$ cat src/inc/stseq_pkg.sv
package stseq_pkg;

    // Clock and time base
    localparam int CLK_PERIOD_NS = 10;
    localparam int MS_NS = 1000000;
    localparam int CYC_PER_MS = MS_NS / CLK_PERIOD_NS;
    localparam int MS_CNT_W = 9;
    localparam int CYC_CNT_W = 17;

    // Sequence times in milliseconds
    localparam logic [7:0] MIN_DELAY_MS = 8'h02;
    localparam logic [7:0] LOAD_MIN_MS = 8'h05;

    // Register byte offsets
    localparam logic [7:0] REG_CTRL = 8'h00;
    localparam logic [7:0] REG_VOUT = 8'h04;
    localparam logic [7:0] REG_DELAY = 8'h08;
    localparam logic [7:0] REG_RAMP = 8'h0c;
    localparam logic [7:0] REG_STATUS = 8'h10;

    // Field positions
    localparam int CTRL_RELOAD_BIT = 0;
    localparam int STATUS_READY_BIT = 4;
    localparam int VOUT_W = 13;

    // Output level limits and reset values, millivolts and ms
    localparam logic [12:0] VOUT_MIN_MV = 13'h0258;
    localparam logic [12:0] VOUT_MAX_MV = 13'h1388;
    localparam logic [12:0] VOUT_RST_MV = 13'h0258;
    localparam logic [7:0] DELAY_RST_MS = 8'h02;
    localparam logic [7:0] RAMP_RST_MS = 8'h02;

    // Strap classes
    localparam logic [1:0] CLS_LOW = 2'h0;
    localparam logic [1:0] CLS_OPEN = 2'h1;
    localparam logic [1:0] CLS_HIGH = 2'h2;
    localparam logic [1:0] CLS_RES = 2'h3;

    typedef enum logic [2:0] {
        ST_POWER_UP,
        ST_MEM_LOAD,
        ST_STRAP_LOAD,
        ST_READY,
        ST_DELAY,
        ST_RAMP,
        ST_ON
    } stseq_state_t;

    typedef struct packed {
        logic [1:0] cls;
        logic [4:0] res_idx;
    } stseq_strap_t;

    typedef struct packed {
        logic [12:0] vout_mv;
        logic [7:0] delay_ms;
        logic [7:0] ramp_ms;
    } stseq_cfg_t;

endpackage : stseq_pkg

$ cat src/rtl/stseq_strap_decode.sv
module stseq_strap_decode (
    // Straps
    input wire stseq_pkg::stseq_strap_t output_level_strap_pin,
    input wire stseq_pkg::stseq_strap_t ss_strap,
    // Decoded settings
    output stseq_pkg::stseq_cfg_t strap_cfg
);

    // Resistor index to millivolts
    function automatic logic [12:0] res_to_mv(input logic [4:0] idx);
        logic [12:0] mv;
        mv = 13'h0000;
        case (idx)
            5'h00: mv = 13'h0258;
            5'h01: mv = 13'h02bc;
            5'h02: mv = 13'h02ee;
            5'h03: mv = 13'h0320;
            5'h04: mv = 13'h0384;
            5'h05, 5'h06, 5'h07:
                mv = 13'h03e8 + 13'(({8'h00, idx} - 13'h0005) * 13'h0064);
            5'h08: mv = 13'h04e2;
            5'h1e: mv = 13'h1388;
            5'h1f: mv = 13'h1388;
            default:
                mv = 13'h0514 + 13'(({8'h00, idx} - 13'h0009) * 13'h0064);
        endcase
        return mv;
    endfunction : res_to_mv

    // Three-level strap time, in ms
    function automatic logic [7:0] pin_ms(input logic [1:0] cls);
        logic [7:0] ms;
        ms = 8'h05;
        case (cls)
            stseq_pkg::CLS_LOW: ms = 8'h02;
            stseq_pkg::CLS_HIGH: ms = 8'h0a;
            default: ms = 8'h05;
        endcase
        return ms;
    endfunction : pin_ms

    // Cyclic 5/10/20 ms pattern in time tables
    function automatic logic [7:0] cyc_ms(input logic [4:0] sel);
        logic [7:0] ms;
        ms = 8'h05;
        case (sel % 5'h03)
            5'h01: ms = 8'h0a;
            5'h02: ms = 8'h14;
            default: ms = 8'h05;
        endcase
        return ms;
    endfunction : cyc_ms

    wire [4:0] ss_idx = (ss_strap.res_idx > 5'h1d) ? 5'h1d : ss_strap.res_idx;
    wire [4:0] ss_grp = ss_idx / 5'h03;
    wire output_level_strap_pin_res = output_level_strap_pin.cls == stseq_pkg::CLS_RES;
    wire ss_res = ss_strap.cls == stseq_pkg::CLS_RES;
    wire [12:0] output_level_strap_pin_pin_mv =
        (output_level_strap_pin.cls == stseq_pkg::CLS_LOW) ? 13'h04b0 :
        (output_level_strap_pin.cls == stseq_pkg::CLS_OPEN) ? 13'h05dc :
        13'h0ce4;
    // Ramp column repeats 5,10,2 then 5,10,20,2 then 5,10,20
    wire [7:0] ss_res_ramp =
        (ss_grp == 5'h02 || ss_grp == 5'h06) ? 8'h02 :
        (ss_grp == 5'h05 || ss_grp == 5'h09) ? 8'h14 :
        cyc_ms(ss_grp > 5'h05 ? ss_grp - 5'h01 : ss_grp);

    assign strap_cfg.vout_mv = output_level_strap_pin_res ?
        res_to_mv(output_level_strap_pin.res_idx) : output_level_strap_pin_pin_mv;
    assign strap_cfg.delay_ms = ss_res ? cyc_ms(ss_idx) :
        pin_ms(ss_strap.cls);
    assign strap_cfg.ramp_ms = ss_res ? ss_res_ramp :
        pin_ms(ss_strap.cls);

endmodule : stseq_strap_decode

$ cat src/rtl/stseq_top.sv
// The register addresses and the APB register port are this design's own decisions.
module stseq_top #(
    parameter int CYC_PER_MS = stseq_pkg::CYC_PER_MS
) (
    // Clock and reset
    input wire logic clk,
    input wire logic rst_b,
    // APB slave
    input wire logic psel,
    input wire logic penable,
    input wire logic pwrite,
    input wire logic [7:0] paddr,
    input wire logic [31:0] pwdata,
    output logic [31:0] prdata,
    output logic pready,
    output logic pslverr,
    // Enable pin
    input wire logic en,
    // Non-volatile memory port
    output logic nvm_req,
    input wire logic nvm_ack,
    input wire logic nvm_valid,
    input wire stseq_pkg::stseq_cfg_t nvm_cfg,
    // Strap pins, already classified
    input wire stseq_pkg::stseq_strap_t output_level_strap_pin,
    input wire stseq_pkg::stseq_strap_t ss_strap,
    // Sequencer outputs
    output logic seq_ready,
    output logic ramp_en,
    output logic out_on,
    output logic [7:0] ramp_ms,
    output logic [12:0] vout_mv
);

    function automatic logic is_loading(input stseq_pkg::stseq_state_t s);
        return s == stseq_pkg::ST_POWER_UP || s == stseq_pkg::ST_MEM_LOAD ||
            s == stseq_pkg::ST_STRAP_LOAD;
    endfunction : is_loading

    function automatic logic vout_ok(input logic [31:0] d);
        return d[31:13] == 19'h00000 && d[12:0] >= stseq_pkg::VOUT_MIN_MV &&
            d[12:0] <= stseq_pkg::VOUT_MAX_MV;
    endfunction : vout_ok

    localparam logic [16:0] TICK_LAST = 17'(CYC_PER_MS - 1);

    stseq_pkg::stseq_state_t state;
    stseq_pkg::stseq_state_t next_state;
    stseq_pkg::stseq_cfg_t cfg;
    stseq_pkg::stseq_cfg_t next_cfg;
    stseq_pkg::stseq_cfg_t strap_cfg;
    logic [16:0] cyc_cnt;
    logic [8:0] ms_cnt;
    logic strap_take;

    stseq_strap_decode u_decode (
        .output_level_strap_pin(output_level_strap_pin),
        .ss_strap(ss_strap),
        .strap_cfg(strap_cfg)
    );

    // Bus decode
    wire busy = is_loading(state);
    wire access = psel & penable & ~pready;
    wire fire = psel & penable & pready;
    wire sel_ctrl = paddr == stseq_pkg::REG_CTRL;
    wire sel_vout = paddr == stseq_pkg::REG_VOUT;
    wire sel_delay = paddr == stseq_pkg::REG_DELAY;
    wire sel_ramp = paddr == stseq_pkg::REG_RAMP;
    wire sel_status = paddr == stseq_pkg::REG_STATUS;
    wire mapped = sel_ctrl | sel_vout | sel_delay | sel_ramp | sel_status;
    wire bad_vout = pwrite & sel_vout & ~vout_ok(pwdata);
    wire acc_err = busy | ~mapped | bad_vout;
    wire wr_ok = fire & pwrite & ~pslverr;
    wire reload = wr_ok & sel_ctrl & pwdata[stseq_pkg::CTRL_RELOAD_BIT];
    wire [31:0] status_word = {27'h0000000, ~busy, 1'b0, 3'(state)};
    wire [31:0] rd_word =
        sel_vout ? {19'h00000, cfg.vout_mv} :
        sel_delay ? {24'h000000, cfg.delay_ms} :
        sel_ramp ? {24'h000000, cfg.ramp_ms} :
        sel_status ? status_word : 32'h00000000;

    // Timer
    wire tick = cyc_cnt == TICK_LAST;
    wire timer_clr = next_state != state;
    wire [7:0] eff_delay = (cfg.delay_ms < stseq_pkg::MIN_DELAY_MS) ?
        stseq_pkg::MIN_DELAY_MS : cfg.delay_ms;
    wire delay_done = ms_cnt >= {1'b0, eff_delay};
    wire ramp_done = ms_cnt >= {1'b0, cfg.ramp_ms};
    wire load_done = ms_cnt >= {1'b0, stseq_pkg::LOAD_MIN_MS};

    always_comb begin
        next_state = state;
        case (state)
            stseq_pkg::ST_POWER_UP: next_state = stseq_pkg::ST_MEM_LOAD;
            stseq_pkg::ST_MEM_LOAD: begin
                if (nvm_ack) begin
                    next_state = stseq_pkg::ST_STRAP_LOAD;
                end
            end
            stseq_pkg::ST_STRAP_LOAD: begin
                if (load_done) begin
                    next_state = stseq_pkg::ST_READY;
                end
            end
            stseq_pkg::ST_READY: begin
                if (en) begin
                    next_state = stseq_pkg::ST_DELAY;
                end
            end
            stseq_pkg::ST_DELAY: begin
                if (!en) begin
                    next_state = stseq_pkg::ST_READY;
                end else if (delay_done) begin
                    next_state = stseq_pkg::ST_RAMP;
                end
            end
            stseq_pkg::ST_RAMP: begin
                if (!en) begin
                    next_state = stseq_pkg::ST_READY;
                end else if (ramp_done) begin
                    next_state = stseq_pkg::ST_ON;
                end
            end
            stseq_pkg::ST_ON: begin
                if (!en) begin
                    next_state = stseq_pkg::ST_READY;
                end
            end
            default: next_state = stseq_pkg::ST_POWER_UP;
        endcase
        if (reload) begin
            next_state = stseq_pkg::ST_MEM_LOAD;
        end
    end

    // Memory values win; straps fill only when memory holds none
    always_comb begin
        next_cfg = cfg;
        if (state == stseq_pkg::ST_MEM_LOAD && nvm_ack && nvm_valid) begin
            next_cfg = nvm_cfg;
        end else if (strap_take) begin
            next_cfg = strap_cfg;
        end else if (wr_ok && sel_vout) begin
            next_cfg.vout_mv = pwdata[12:0];
        end else if (wr_ok && sel_delay) begin
            next_cfg.delay_ms = pwdata[7:0];
        end else if (wr_ok && sel_ramp) begin
            next_cfg.ramp_ms = pwdata[7:0];
        end
    end

    always_ff @(posedge clk or negedge rst_b) begin
        if (!rst_b) begin
            state <= stseq_pkg::ST_POWER_UP;
        end else begin
            state <= next_state;
        end
    end

    always_ff @(posedge clk or negedge rst_b) begin
        if (!rst_b) begin
            cfg <= '{stseq_pkg::VOUT_RST_MV, stseq_pkg::DELAY_RST_MS,
                stseq_pkg::RAMP_RST_MS};
            strap_take <= 1'b0;
        end else begin
            cfg <= next_cfg;
            // Memory data flag is gone by the next cycle, so keep it here
            strap_take <= state == stseq_pkg::ST_MEM_LOAD && nvm_ack &&
                !nvm_valid;
        end
    end

    always_ff @(posedge clk or negedge rst_b) begin
        if (!rst_b) begin
            cyc_cnt <= 17'h00000;
            ms_cnt <= 9'h000;
        end else if (timer_clr) begin
            cyc_cnt <= 17'h00000;
            ms_cnt <= 9'h000;
        end else if (tick) begin
            cyc_cnt <= 17'h00000;
            ms_cnt <= (ms_cnt == 9'h1ff) ? ms_cnt : ms_cnt + 9'h001;
        end else begin
            cyc_cnt <= cyc_cnt + 17'h00001;
        end
    end

    // One wait state: pready rises the cycle after the access phase opens
    always_ff @(posedge clk or negedge rst_b) begin
        if (!rst_b) begin
            pready <= 1'b0;
            pslverr <= 1'b0;
            prdata <= 32'h00000000;
        end else begin
            pready <= access;
            pslverr <= access & acc_err;
            prdata <= (access && !pwrite && !acc_err) ? rd_word : 32'h00000000;
        end
    end

    always_ff @(posedge clk or negedge rst_b) begin
        if (!rst_b) begin
            nvm_req <= 1'b0;
            seq_ready <= 1'b0;
            ramp_en <= 1'b0;
            out_on <= 1'b0;
            ramp_ms <= 8'h00;
            vout_mv <= 13'h0000;
        end else begin
            nvm_req <= next_state == stseq_pkg::ST_MEM_LOAD;
            seq_ready <= !is_loading(next_state);
            ramp_en <= next_state == stseq_pkg::ST_RAMP;
            out_on <= next_state == stseq_pkg::ST_RAMP ||
                next_state == stseq_pkg::ST_ON;
            ramp_ms <= next_cfg.ramp_ms;
            vout_mv <= next_cfg.vout_mv;
        end
    end
endmodule : stseq_top

$ cat config.mk
export PLATFORM = sky130hd
export DESIGN_NAME = stseq_top
export DESIGN_NICKNAME = d
export VERILOG_FILES = /design/src/inc/stseq_pkg.sv /design/src/rtl/stseq_strap_decode.sv /design/src/rtl/stseq_top.sv
export SDC_FILE = /design/constraint.sdc
export NUM_CORES = 1
export LEC_CHECK = 0
export ABC_AREA = 1
export BUFFER_PORTS_ARGS = -buffer_cell sky130_fd_sc_hd__buf_2
export CAP_MARGIN = 15
export CORE_AREA = 3 3 123 125
export CTS_BUF_LIST = sky130_fd_sc_hd__clkbuf_4 sky130_fd_sc_hd__clkbuf_8 sky130_fd_sc_hd__clkbuf_16
export CTS_CLUSTER_DIAMETER = 150
export DETAILED_ROUTE_END_ITERATION = 8
export DIE_AREA = 0 0 126 128
export PLACE_DENSITY_LB_ADDON = 0.15
export SLEW_MARGIN = 20
export SYNTH_ARGS = -nofsm -noshare
export SYNTH_HDL_FRONTEND = slang
export SYNTH_SLANG_ARGS = --single-unit
$ cat constraint.sdc
create_clock -name clk -period 7.7 [get_ports clk]
set_input_delay 0.385 -clock clk [delete_from_list [all_inputs] [get_ports clk]]
set_output_delay 0.385 -clock clk [all_outputs]
set_load 0.02 [all_outputs]
==> flow_summary.rst, run 1 <==
.. list-table::
   :header-rows: 1

   * - Metric
     - Value
   * - Antenna Cells
     - 0
   * - Final number of hold-violating endpoints
     - 0
   * - Maximum clock frequency
     - 0.197 GHz
   * - Largest net degree at the start of global routing
     - 53
   * - Cell leakage power
     - 0.00453 uW
   * - Die Wd
     - 126 microns
   * - Worst Setup Path Type
     - in -> reg
   * - Number of buffers added for setup after CTS
     - 0
   * - Insertion delay to the later sink of the worst-skew pair
     - 0.34 ns
   * - CTS tree
     - yes
   * - Critical path depth
     - 46
   * - Final routed wirelength across all metal layers
     - 20700 microns
   * - DR vias/cell
     - 5.41
   * - Distinct cell type count after synthesis
     - 56
   * - R2R Path End
     - ms_cnt[7]
   * - # setup viols final
     - 0
   * - Crit path required time
     - 7.93 ns
   * - Fraction of the mapped netlist area in compound gates
     - 13.7%
   * - CP most frequent cell
     - sky130_fd_sc_hd__nand2_1
   * - Share of synthesized cell area in full adder, half adder and majority cells
     - 13.4%
   * - Worst stage delay on the critical path
     - 0.26 ns
   * - Count of buffers inserted at the top-level ports
     - 130
   * - Die Y
     - 128 microns
   * - Post-Synth XOR/XNOR Area
     - 3.74%
   * - Final-report max-slew violation count
     - 0
   * - Period utilisation layout
     - 66.1%
   * - Starting density of the core
     - 55.2%
   * - First-pass GRT wire length
     - 34500 microns
   * - Vias in the first global route
     - 7098
   * - Global routing usage summed across all routing layers
     - 26.2%
   * - Slowest cell on the critical path
     - sky130_fd_sc_hd__ha_1
   * - Cell area power density
     - 266 nW/um^2
   * - Timing startpoint of the critical path
     - ss_strap[3]
   * - Ratio of cells with drive above 1 in the final layout
     - 18.3%
   * - Most Used Layer, Global Route
     - met2
   * - Die Area
     - 16100 sq um
   * - Count of antenna-violating nets left after detailed routing
     - 0
   * - Layout overhead on the synthesized area
     - 12.8%
   * - Row count
     - 43
   * - Mux share of post-synthesis cell area
     - 0%
   * - Number of antenna violations at the first check in global routing
     - 0
   * - Number of enable flip-flop cells after synthesis
     - 0
   * - Synthesized flop and latch total
     - 83
   * - Vias
     - 7378
   * - Number of remaining DRC errors
     - 0
   * - Critical register-to-register path startpoint
     - cfg[13]
   * - Status
     - finished clean
   * - Dominant combinational cell family by area after synthesis
     - simple AND/OR/NAND/NOR gates
   * - Number of warnings printed during yosys synthesis
     - 0
   * - Class of the tightest hold or removal check
     - in -> reg
   * - Bufs on Longest Clock Path
     - 2
   * - Min Clock Period, post-route
     - 5.09 ns
   * - Number of violations reported at the end of detailed-routing iteration 0
     - 548
   * - Wirelength per Cell
     - 15.2 microns
   * - Number of cell instances on the worst register-to-register path
     - 25
   * - Quantity of gates resized following cts
     - 0
   * - Share of synthesized registers carrying an async set or reset
     - 100%
   * - Total gr overflow
     - 0
   * - Number of levels the H-tree was split into
     - 3
   * - MaxCap Viol Count
     - 0
   * - Final total negative setup slack
     - 0 ns
   * - Number of nets at the end of the flow
     - 1347
   * - Delay-heaviest family, CP
     - simple AND/OR/NAND/NOR gates
   * - Worst vdd rail ir drop
     - 0.155 mV
   * - Clock transition at the register clock pins on the worst setup and hold paths after CTS
     - 0.06 ns
   * - Endpoint type of the worst setup path
     - register
   * - Prevailing post-synth register cell
     - sky130_fd_sc_hd__dfrtp_1
   * - Kind of start point of the critical path
     - primary input
   * - Worst Path Arrival
     - 5.32 ns
   * - Routing usage on met2
     - 44.6%
   * - Cts bufs inserted
     - 9
   * - Headroom to the max-slew limit
     - 34.8%
   * - Register-to-register path setup slack
     - 3.41 ns
   * - Clock tree skew after final layout
     - 0.00725 ns
   * - Clock sink count
     - 83
   * - Tightest Pin Transition
     - 0.972 ns
   * - Global Route met3 Usage
     - 4.25%
   * - Synthesized netlist cell count
     - 1065
   * - Clock tree root buffer cell
     - sky130_fd_sc_hd__clkbuf_16
   * - First-pass iteration count of the detailed router
     - 7
   * - Sequential element share of the synthesized area
     - 27.0%
   * - Post-synthesis instance area
     - 7720 sq um
   * - Utilization after layout
     - 62.3%
   * - Crit path capture
     - ramp_ms[0]
   * - Post-synthesis average cell area
     - 7.25 sq um
   * - Unrepaired setup endpoints after global routing
     - false
   * - Highest fanout seen on the critical path
     - 9
   * - Final Wtd Congestion
     - 0.966
   * - Global routing usage on met1
     - 35.0%
   * - Boundary pin count
     - 150
   * - Half-perimeter wire length after placement
     - 17100 microns
   * - Critical path buffer and inverter count
     - 7
   * - Core area
     - 14000 sq um
   * - Share of synthesized cell area in and, or, nand and nor gates
     - 29.0%
-- Yosys cell counts, types with 7 or more instances --
master / count / area share, %
sky130_fd_sc_hd__o21ai_0: 53 / 3.4
sky130_fd_sc_hd__fa_1: 10 / 2.6
sky130_fd_sc_hd__nor4_1: 14 / 1.1
sky130_fd_sc_hd__inv_1: 174 / 8.5
sky130_fd_sc_hd__nand2_1: 190 / 9.2
sky130_fd_sc_hd__ha_1: 67 / 11
sky130_fd_sc_hd__buf_4: 35 / 3.4
sky130_fd_sc_hd__nand2_2: 17 / 1.4
sky130_fd_sc_hd__xor2_1: 27 / 3.1
sky130_fd_sc_hd__nand3_1: 59 / 3.8
sky130_fd_sc_hd__clkbuf_1: 11 / 0.53
sky130_fd_sc_hd__nand2_4: 8 / 1.2
sky130_fd_sc_hd__o21ai_1: 9 / 0.58
sky130_fd_sc_hd__o211ai_1: 13 / 1.3
sky130_fd_sc_hd__nor2_1: 102 / 5.0
sky130_fd_sc_hd__dfrtp_1: 77 / 25
sky130_fd_sc_hd__nor3_1: 23 / 1.5
sky130_fd_sc_hd__nand4_1: 20 / 1.6
sky130_fd_sc_hd__a21oi_1: 46 / 3.0
sky130_fd_sc_hd__a221oi_1: 7 / 0.79
-- power by group --
part           switching, uW  internal [uW]  leakage [uW]  total, uW
registers               85.5            557       0.00108        642
clock network            179            269      0.000144        449
logic                    816            413       0.00330       1230
total                   1080           1240       0.00453       2320
-- state kept, by name (all words and copies together), names as in the netlist --
signal and flops:
out_on 1, strap_take 1, prdata 13, vout_mv 12, pslverr 1, state 3
pready 1, nvm_req 1, ms_cnt 9, cfg 15, seq_ready 1, cyc_cnt 17
ramp_en 1, ramp_ms 7
-- repair_timing --
item / in CTS / in global routing
endpoints found under the setup margin: 0 / 0
hold endpoints to repair: 31 / 0
hold buffers: 1 / 0
-- how the worst min path moves through the flow --
stage                          from         end  slack [ns]  cells past startpoint
final                     nvm_valid  strap_take        0.24                      2
after global routing      nvm_valid  strap_take        0.22                      2
after floorplan               rst_b     cfg[10]        0.09                      0
after global placement        rst_b  cyc_cnt[0]        0.34                      1
after CTS                 nvm_valid  strap_take        0.23                      2
after detailed placement      rst_b  cyc_cnt[1]        0.35                      1
-- cells by family (layout without fill, tap and decap cells) --
kind of cell / Yosys count / in the layout
simple gates: 466 / 466
buf+inv: 232 / 333
compound gates: 173 / 173
flops: 83 / 83
fa+ha+maj: 77 / 77
xor+xnor: 33 / 33
other cells: 1 / 19
-- worst register-to-register path: cells and delay by family (launching register included) --
kind	cells	cell delay, ns
AOI/OAI and AO/OA	6	0.95
xor gates and xnor gates	1	0.23
adders and majority gates	1	0.29
buffers and inverters	4	0.51
DFF	1	0.38
and+or+nand+nor	13	1.86
-- placed cells by master (no fill, tap or decap), types with 19 or more instances in the layout --
cell / netlist / layout
sky130_fd_sc_hd__buf_2: 2 / 129
sky130_fd_sc_hd__nor3_1: 23 / 23
sky130_fd_sc_hd__conb_1: 1 / 19
sky130_fd_sc_hd__o21ai_0: 53 / 53
sky130_fd_sc_hd__nand2_1: 190 / 190
sky130_fd_sc_hd__ha_1: 67 / 67
sky130_fd_sc_hd__inv_1: 174 / 174
sky130_fd_sc_hd__dfrtp_1: 77 / 77
sky130_fd_sc_hd__xor2_1: 27 / 27
sky130_fd_sc_hd__a21oi_1: 46 / 46
sky130_fd_sc_hd__nand4_1: 20 / 20
sky130_fd_sc_hd__nor2_1: 102 / 102
sky130_fd_sc_hd__nand3_1: 59 / 59
-- through the flow --
stage | instances | total power, uW | hold slack, ns | worst slack, ns | cell area [sq um]
2_1_floorplan | 1083 | 1580 | 0.0894 | 2.91 | 7790
3_5_place_dp | 1347 | 1870 | 0.347 | 2.25 | 8380
6_report | 1364 | 2320 | 0.235 | 2.61 | 8710
3_3_place_gp | 1347 | 1850 | 0.342 | 2.48 | 8380
5_1_grt | 1364 | 2530 | 0.221 | 2.10 | 8710
4_1_cts | 1364 | 2320 | 0.229 | 2.60 | 8700
-- cell type report --
class	count	area [sq um]
Clock buffer	11	253
Clock inverter	5	61.3
Fill cell	1352	5280
Inverter	184	696
Multi-Input combinational cell	768	4710
Sequential cell	83	2080
Tap cell	180	225
Timing Repair Buffer	133	678
-- per-layer routing --
metal  vias up  part of all wire [%]
li1       3693                     -
met1      3428                    45
met2       233                    48
met3        24                   5.3
met4         0                   2.0
met5         -                     0
(Power assumes the default switching activity.)
==> run 2: changes to the inputs <==
--- a/config.mk
+++ b/config.mk
@@ -5,7 +5,7 @@
 export SDC_FILE = /design/constraint.sdc
 export NUM_CORES = 1
 export LEC_CHECK = 0
-export ABC_AREA = 1
+export ABC_AREA = 0
 export BUFFER_PORTS_ARGS = -buffer_cell sky130_fd_sc_hd__buf_2
 export CAP_MARGIN = 15
 export CORE_AREA = 3 3 123 125
==> constraint.sdc (replaced) <==
create_clock -name clk -period 4.76 [get_ports clk]
set_input_delay 0.238 -clock clk [delete_from_list [all_inputs] [get_ports clk]]
set_output_delay 0.238 -clock clk [all_outputs]
set_load 0.02 [all_outputs]
==> flow_summary.rst, run 2 <==
.. list-table::
   :header-rows: 1

   * - Metric
     - Value
   * - Final routed wirelength across all metal layers
     - 21100 microns (+1.8%)
   * - Post-synthesis instance area
     - 7700 sq um (-0.34%)
   * - Fraction of the mapped netlist area in compound gates
     - 21.7% (+8.0 points)
   * - Cell area power density
     - 392 nW/um^2 (+47%)
   * - R2R Path End
     - cyc_cnt[0]
   * - Critical path buffer and inverter count
     - 1 (-6)
   * - Area of combinational cells with multiple inputs
     - 5120 sq um (+8.6%)
   * - Final-report max-slew violation count
     - 0 (unchanged)
   * - Antenna Cells
     - 0 (unchanged)
   * - Dominant combinational cell family by area after synthesis
     - compound AO/OA/AOI/OAI gates
   * - Slowest cell on the critical path
     - sky130_fd_sc_hd__or4_4
   * - Layout overhead on the synthesized area
     - 20.7%
   * - Vias
     - 7310 (-0.92%)
   * - Post-route worst setup slack
     - -0.108 ns (-2.72 ns)
   * - Ratio of cells with drive above 1 in the final layout
     - 24.6% (+6.3 points)
   * - Bufs on Longest Clock Path
     - 2 (unchanged)
   * - Insertion delay to the later sink of the worst-skew pair
     - 0.34 ns (about the same)
   * - Cell leakage power
     - 0.00467 uW (+3.1%)
   * - Worst Setup Path Type
     - in -> reg
   * - MaxCap Viol Count
     - 0 (unchanged)
   * - Final Wtd Congestion
     - 0.899 (-7.0%)
   * - Headroom to the max-slew limit
     - 31.5% (-3.3 points)
   * - Vias in the first global route
     - 6934 (-2.3%)
   * - Final instance count without filler cells
     - 1300 (-4.7%)
   * - Post-Synth XOR/XNOR Area
     - 6.92% (+3.2 points)
   * - Leading cell types by count after synthesis
     - sky130_fd_sc_hd__nor2_1 (95), sky130_fd_sc_hd__nand2_1 (90), sky130_fd_sc_hd__inv_1 (81)
   * - Cell Count Post-Placement
     - 1279 (-5.0%)
   * - Critical register-to-register path startpoint
     - cfg[9]
   * - Clock transition at the register clock pins on the worst setup and hold paths after CTS
     - 0.06 ns (about the same)
   * - # setup viols final
     - 4 (+4)
   * - Share of synthesized registers carrying an async set or reset
     - 100% (unchanged)
   * - Die Wd
     - 126 microns (unchanged)
   * - Filler Cells Inserted
     - 1240 (-8.3%)
   * - Class of the tightest hold or removal check
     - in -> reg
   * - Failing checks
     - negative setup slack
   * - Total gr overflow
     - 0 (unchanged)
   * - Utilization after layout
     - 66.4% (+4.2 points)
   * - Most frequently used cell type in the post-synthesis netlist
     - sky130_fd_sc_hd__nor2_1
   * - Min Clock Period, post-route
     - 4.87 ns
   * - Number of warnings printed during yosys synthesis
     - 0 (unchanged)
   * - Number of enable flip-flop cells after synthesis
     - 0 (unchanged)
   * - Die Area
     - 16100 sq um (unchanged)
   * - Register bank with the most flops
     - cyc_cnt
   * - Mux share of post-synthesis cell area
     - 1.85% (+1.9 points)
   * - Hold_ws
     - 0.0907 ns (-0.144 ns)
   * - Clock sink count
     - 83 (unchanged)
   * - Commonest non-fill, non-tap cells in the layout
     - sky130_fd_sc_hd__buf_2 (127), sky130_fd_sc_hd__nor2_1 (94), sky130_fd_sc_hd__nand2_1 (88)
   * - Worst Path Arrival
     - 5.09 ns (-0.23 ns)
   * - Status
     - finished with violations
   * - Distinct cell type count after synthesis
     - 81 (+45%)
   * - Endpoint type of the worst setup path
     - register
   * - Leading registers by flop count
     - cyc_cnt (17), cfg (15), prdata (13)
   * - Delay-heaviest family, CP
     - compound AO/OA/AOI/OAI gates
   * - Worst stage delay on the critical path
     - 0.55 ns (+0.29 ns)
   * - Starting density of the core
     - 55.0% (-0.19 points)
   * - Die Y
     - 128 microns (unchanged)
   * - Leading area contributor after synthesis
     - sky130_fd_sc_hd__dfrtp_1
   * - CTS tree
     - yes
   * - Tightest Pin Transition
     - 1.02 ns (+0.0485 ns)
   * - Number of levels the H-tree was split into
     - 3 (unchanged)
   * - Number of cell instances on the worst register-to-register path
     - 15 (-40%)
   * - Core area
     - 14000 sq um (unchanged)
   * - Count of buffers inserted at the top-level ports
     - 130 (unchanged)
   * - Cell count of the worst hold path
     - 2 (unchanged)
   * - Half-perimeter wire length after placement
     - 16700 microns (-2.5%)
   * - Sequential element share of the synthesized area
     - 27.1% (+0.092 points)
   * - Synthesized netlist cell count
     - 948 (-11%)
   * - First-pass GRT wire length
     - 34000 microns (-1.6%)
   * - Biggest area contributors in the synthesized netlist
     - sky130_fd_sc_hd__dfrtp_1 (25%), sky130_fd_sc_hd__ha_1 (11%), sky130_fd_sc_hd__nor2_1 (4.6%)
   * - Synthesized flop and latch total
     - 83 (unchanged)
   * - Clock tree root buffer cell
     - sky130_fd_sc_hd__clkbuf_16
   * - Highest fanout seen on the critical path
     - 5 (-4)
   * - Capture endpoint of the worst hold path
     - strap_take
   * - Row count
     - 43 (unchanged)
   * - Share of Yosys cell area claimed by the top area cell type
     - 25.0% (+0.085 points)
   * - Wirelength per Cell
     - 16.2 microns (+6.8%)
   * - Flip-flop count of the largest register, all copies and words added
     - 17 (unchanged)
   * - Clock tree skew after final layout
     - 0.00611 ns (-0.00114 ns)
   * - Startpoint of the lowest-slack hold path
     - nvm_valid
   * - First-pass iteration count of the detailed router
     - 5 (-2)
   * - Cts bufs inserted
     - 9 (unchanged)
   * - Boundary pin count
     - 150 (unchanged)
   * - Share of synthesized cell area in and, or, nand and nor gates
     - 19.7% (-9.3 points)
   * - Leading cell type in the layout, fill and taps excluded
     - sky130_fd_sc_hd__buf_2
   * - Unrepaired setup endpoints after global routing
     - true
   * - Post-synthesis average cell area
     - 8.12 sq um (+12%)
   * - CP most frequent cell
     - sky130_fd_sc_hd__ha_4
   * - Number of antenna violations at the first check in global routing
     - 0 (unchanged)
   * - Maximum clock frequency
     - 0.205 GHz
   * - Global routing usage summed across all routing layers
     - 25.8% (-0.35 points)
   * - Worst vdd rail ir drop
     - 0.205 mV (+33%)
   * - Count of antenna-violating nets left after detailed routing
     - 0 (unchanged)
   * - Combined flip-flop and latch cell area
     - 2080 sq um (unchanged)
   * - DR vias/cell
     - 5.62 (+4.0%)
   * - Share of synthesized cell area in full adder, half adder and majority cells
     - 13.5% (+0.046 points)
   * - Prevailing post-synth register cell
     - sky130_fd_sc_hd__dfrtp_1
   * - Period utilisation layout
     - 102%
   * - Number of remaining DRC errors
     - 0 (unchanged)
   * - Largest net degree at the start of global routing
     - 84 (+58%)
   * - Kind of start point of the critical path
     - primary input
   * - Number of nets at the end of the flow
     - 1283 (-4.8%)
   * - Final total negative setup slack
     - -0.373 ns (-0.373 ns)
   * - Register-to-register path setup slack
     - 0.69 ns (-2.72 ns)
   * - Number of violations reported at the end of detailed-routing iteration 0
     - 528 (-3.6%)
   * - Final number of hold-violating endpoints
     - 0 (unchanged)
   * - Overall power after layout
     - 3640 uW (+57%)
   * - Crit path required time
     - 4.98 ns (-2.95 ns)
run 2: changes by cell type after synthesis, moves of 16 or more:
cell | before | now
sky130_fd_sc_hd__nand3_1 | 59 | 20
sky130_fd_sc_hd__clkbuf_1 | 11 | 30
sky130_fd_sc_hd__inv_1 | 174 | 81
sky130_fd_sc_hd__a21oi_1 | 46 | 64
sky130_fd_sc_hd__nand2_2 | 17 | 0
sky130_fd_sc_hd__a21o_1 | 0 | 16
sky130_fd_sc_hd__xnor2_1 | 6 | 30
sky130_fd_sc_hd__nand2_1 | 190 | 90
run 2: stage by stage:
step | instance area, sq um | setup slack (ns)
floorplan | 7880 | -0.543
CTS | 9240 | -0.0643
global route | 9290 | -0.331
detailed placement | 8880 | -0.497
finish | 9290 | -0.108
global placement | 8880 | -0.373
run 2: area by class of cell:
type	count	area share [%]
multi-input cells	732	55.1
flip-flops and latches	83	22.4
repair buffers	208	13.7
inverters	81	3.30
clock buffers	11	2.72
well taps	180	2.42
clock inverters	5	0.390
run 2: report_power, final:
group | internal [uW] | total, uW | switching (uW)
Combinational | 813 | 1910 | 1090
Clock | 382 | 668 | 285
Sequential | 889 | 1070 | 181
run 2: metal layers:
metal  wire length, microns  track usage, %  part of all wire [%]  vias to the layer above
li1                       -               -                     -                     3635
met1                   9170            34.2                    43                     3427
met2                  10500            44.1                    50                      214
met3                   1050            3.21                   5.0                       34
met4                    433            8.26                   2.0                        0
met5                      0               0                     0                        -
run 2: kinds of logic (layout without fill, tap and decap cells):
kind of cell | after synthesis | count (layout)
and+or+nand+nor | 313 | 313
AOI/OAI and AO/OA | 250 | 250
buffers and inverters | 151 | 305
DFF | 83 | 83
adders and majority gates | 77 | 77
xor gates and xnor gates | 60 | 60
muxes | 13 | 13
other | 1 | 19
run 2: worst max-delay path by stage:
stage | startpoint | endpoint | cells past startpoint
2_1_floorplan | ss_strap[3] | ramp_ms[2] | 28
3_3_place_gp | ss_strap[4] | ramp_ms[2] | 25
3_5_place_dp | ss_strap[3] | ramp_ms[2] | 27
4_1_cts | ss_strap[4] | ramp_ms[2] | 25
5_1_grt | ss_strap[4] | ramp_ms[2] | 25
6_report | ss_strap[4] | ramp_ms[2] | 25
run 2: timing repair:
action	in CTS	in global routing
hold endpoints to repair	0	14
pin swaps	5	4
resized for setup	5	10
cloned	0	0
hold buffers	0	1
buffers inserted	3	1
endpoints found under the setup margin	4	6
==> run 3: changes to the inputs <==
--- a/config.mk
+++ b/config.mk
@@ -8,11 +8,14 @@
 export ABC_AREA = 0
 export BUFFER_PORTS_ARGS = -buffer_cell sky130_fd_sc_hd__buf_2
 export CAP_MARGIN = 15
-export CORE_AREA = 3 3 123 125
+export CELL_PAD_IN_SITES_DETAIL_PLACEMENT = 0
+export CELL_PAD_IN_SITES_GLOBAL_PLACEMENT = 1
+export CORE_AREA = 3 3 140 142
 export CTS_BUF_LIST = sky130_fd_sc_hd__clkbuf_4 sky130_fd_sc_hd__clkbuf_8 sky130_fd_sc_hd__clkbuf_16
 export CTS_CLUSTER_DIAMETER = 150
 export DETAILED_ROUTE_END_ITERATION = 8
-export DIE_AREA = 0 0 126 128
+export DIE_AREA = 0 0 143 145
+export GPL_TIMING_DRIVEN = 0
 export PLACE_DENSITY_LB_ADDON = 0.15
 export SLEW_MARGIN = 20
 export SYNTH_ARGS = -nofsm -noshare
==> flow_summary.rst, run 3 (same netlist as run 2, synthesis figures left out) <==
.. list-table::
   :header-rows: 1

   * - Metric
     - Value
   * - Status
     - finished with violations
   * - Failing checks
     - negative setup slack
   * - Die Y
     - 145 microns (+13%)
   * - Slowest cell on the critical path
     - sky130_fd_sc_hd__or4_4
   * - Layout overhead on the synthesized area
     - 22.5%
   * - Critical register-to-register path startpoint
     - cfg[15]
   * - Cell count of the worst hold path
     - 2 (unchanged)
   * - Cell area power density
     - 398 nW/um^2 (+1.6%)
   * - Min Clock Period, post-route
     - 5.12 ns (+0.247 ns)
   * - Cts bufs inserted
     - 9 (unchanged)
   * - Highest fanout seen on the critical path
     - 6 (+1)
   * - CP most frequent cell
     - sky130_fd_sc_hd__ha_4
   * - CTS tree
     - yes
   * - Half-perimeter wire length after placement
     - 18100 microns (+8.7%)
   * - Row count
     - 50 (+16%)
   * - Timing startpoint of the critical path
     - ss_strap[2]
   * - Class of the tightest hold or removal check
     - in -> reg
   * - Clock tree root buffer cell
     - sky130_fd_sc_hd__clkbuf_16
   * - Worst Path Arrival
     - 5.32 ns (+0.23 ns)
   * - Seq pwr share
     - 28.1% (-1.3 points)
   * - Final instance count without filler cells
     - 1362 (+4.8%)
   * - Vias in the first global route
     - 7097 (+2.4%)
   * - Register-to-register path setup slack
     - 0.45 ns (-0.24 ns)
   * - # setup viols final
     - 6 (+2)
   * - Filler Cells Inserted
     - 1871 (+51%)
   * - Boundary pin count
     - 150 (unchanged)
   * - Register bank with the most flops
     - cyc_cnt
   * - Number of antenna violations at the first check in global routing
     - 1 (+1)
   * - Global Route met3 Usage
     - 2.64% (-0.57 points)
   * - Final routed wirelength across all metal layers
     - 22400 microns (+6.1%)
   * - Internal power
     - 2160 uW (+3.9%)
   * - Endpoint type of the worst setup path
     - register
   * - Die Wd
     - 143 microns (+13%)
   * - Number of levels the H-tree was split into
     - 3 (unchanged)
   * - Unrepaired setup endpoints after global routing
     - true
   * - Maximum clock frequency
     - 0.195 GHz (-4.8%)
   * - Worst stage delay on the critical path
     - 0.56 ns (about the same)
   * - Leading registers by flop count
     - cyc_cnt (17), cfg (15), prdata (13)
   * - Kind of start point of the critical path
     - primary input
   * - Global routing usage summed across all routing layers
     - 21.7% (-4.1 points)
   * - Wirelength per Cell
     - 16.5 microns (+1.3%)
   * - Clk pwr share
     - 18.7% (+0.4 points)
   * - Period utilisation layout
     - 107% (+5.2 points)
   * - Starting density of the core
     - 41.4% (-14 points)
   * - Number of nets at the end of the flow
     - 1292 (+0.70%)
   * - Combined flip-flop and latch cell area
     - 2080 sq um (unchanged)
   * - Flip-flop count of the largest register, all copies and words added
     - 17 (unchanged)
   * - Ratio of cells with drive above 1 in the final layout
     - 22.8% (-1.9 points)
   * - Clock sink count
     - 83 (unchanged)
   * - Number of remaining DRC errors
     - 0 (unchanged)
   * - Die Area
     - 20700 sq um (+29%)
   * - DR vias/cell
     - 5.32 (-5.4%)
   * - Worst slack at placement
     - -1.16 ns (-0.661 ns)
   * - Post-route worst setup slack
     - -0.356 ns (-0.247 ns)
   * - Commonest non-fill, non-tap cells in the layout
     - sky130_fd_sc_hd__buf_2 (121), sky130_fd_sc_hd__nor2_1 (94), sky130_fd_sc_hd__nand2_1 (88)
   * - Worst vdd rail ir drop
     - 0.170 mV (-17%)
   * - Tightest Pin Transition
     - 1.04 ns (+0.0208 ns)
   * - Bufs on Longest Clock Path
     - 2 (unchanged)
   * - Net switching fraction of the power
     - 42.4% (-0.43 points)
   * - Combinational power share
     - 53.2% (+0.9 points)
   * - Area of combinational cells with multiple inputs
     - 5170 sq um (+1.1%)
   * - Count of buffers inserted at the top-level ports
     - 123 (-5.4%)
   * - Insertion delay to the later sink of the worst-skew pair
     - 0.34 ns (about the same)
   * - Leading cell type in the layout, fill and taps excluded
     - sky130_fd_sc_hd__buf_2
   * - Final-report max-slew violation count
     - 0 (unchanged)
   * - Startpoint of the lowest-slack hold path
     - nvm_valid
   * - Number of cell instances on the worst register-to-register path
     - 17 (+2)
   * - Final number of hold-violating endpoints
     - 0 (unchanged)
   * - Switching Power
     - 1590 uW (+2.1%)
   * - Number of violations reported at the end of detailed-routing iteration 0
     - 399 (-24%)
   * - Crit path required time
     - 4.96 ns (-0.02 ns)
   * - Antenna Cells
     - 0 (unchanged)
   * - MaxCap Viol Count
     - 0 (unchanged)
   * - Clock transition at the register clock pins on the worst setup and hold paths after CTS
     - 0.06 ns (about the same)
   * - Worst Setup Path Type
     - in -> reg
   * - Cell leakage power
     - 0.00465 uW (-0.41%)
   * - Most Used Layer, Global Route
     - met2
   * - Final Wtd Congestion
     - 0.891 (-0.92%)
   * - Global routing usage on met1
     - 29.4% (-4.9 points)
   * - Largest net degree at the start of global routing
     - 46 (-45%)
   * - First-pass iteration count of the detailed router
     - 5 (unchanged)
   * - Headroom to the max-slew limit
     - 30.1% (-1.4 points)
   * - Total gr overflow
     - 0 (unchanged)
   * - Cell Count Post-Placement
     - 1324 (+3.5%)
   * - First-pass GRT wire length
     - 36600 microns (+7.8%)
   * - Vias
     - 7244 (-0.90%)
   * - Capture endpoint of the worst hold path
     - strap_take
   * - Clock tree skew after final layout
     - 0.00539 ns (-0.000729 ns)
   * - Count of antenna-violating nets left after detailed routing
     - 0 (unchanged)
   * - R2R Path End
     - ms_cnt[7]
   * - Routing usage on met2
     - 36.5% (-7.6 points)
   * - Core area
     - 18600 sq um (+33%)
==> run 3: cell types whose count changed in the layout (fill, tap and decap cells not counted), moves of 3 or more <==
cell / change
sky130_fd_sc_hd__buf_4: -18
sky130_fd_sc_hd__clkbuf_1: +27
sky130_fd_sc_hd__o21ai_0: -3
sky130_fd_sc_hd__buf_2: -6
sky130_fd_sc_hd__o21ai_1: +3
==> run 3: how the worst max path moves through the flow <==
stage,to,slack (ns),cells after the start
4_1_cts,ramp_ms[1],-0.33,27
3_3_place_gp,ramp_ms[1],-1.14,29
5_1_grt,ramp_ms[1],-0.55,26
3_5_place_dp,ramp_ms[1],-1.16,29
6_report,ramp_ms[2],-0.36,28
2_1_floorplan,ramp_ms[2],-0.54,28
==> run 3: repair_timing <==
item / in CTS / in global routing
pin swaps: 13 / 7
setup endpoints to repair: 6 / 8
hold endpoints to repair: 33 / 0
hold buffers: 1 / 0
gates resized for setup: 12 / 15
buffers inserted: 18 / 4
==> run 3: cell type report <==
type	instances	area share (%)
Multi-Input combinational cell	732	54.9
Clock inverter	4	0.544
Sequential cell	83	22.1
Inverter	81	3.25
Buffer	70	4.71
Timing Repair Buffer	147	8.81
Tap cell	234	3.11
Clock buffer	11	2.61
==> run 3: per-layer routing <==
layer / up-vias / wire length, microns
met1: 3410 / 10200
met4: 2 / 465
met3: 30 / 830
li1: 3652 / -
met2: 150 / 10900
met5: - / 13
==> run 3: worst max-delay path: cells and delay by family <==
family / cells / cell delay, ns
simple gates: 7 / 1.74
fa+ha+maj: 5 / 0.99
buf+inv: 4 / 0.46
compound gates: 12 / 1.88
==> run 3: per-stage QoR <==
step,setup TNS [ns],util (%),instance area [sq um],hold WS (ns),total power (uW)
after floorplan,-2.46,-,7880,-0.0576,2440
after global placement,-6.54,47.3,8790,0.454,2990
after detailed placement,-6.67,47.5,8820,0.256,3000
after CTS,-1.56,50.2,9330,0.103,3760
after global routing,-3.02,50.7,9430,0.100,4070
final,-1.77,50.7,9430,0.103,3760
==> run 3: power by group through the flow <==
stage	registers, uW	logic [uW]	clock network (uW)
detailed placement	1060	1930	0
global route	1080	2250	749
CTS	1050	1990	715
finish	1060	2000	703
floorplan	1030	1420	0
global placement	1070	1920	0
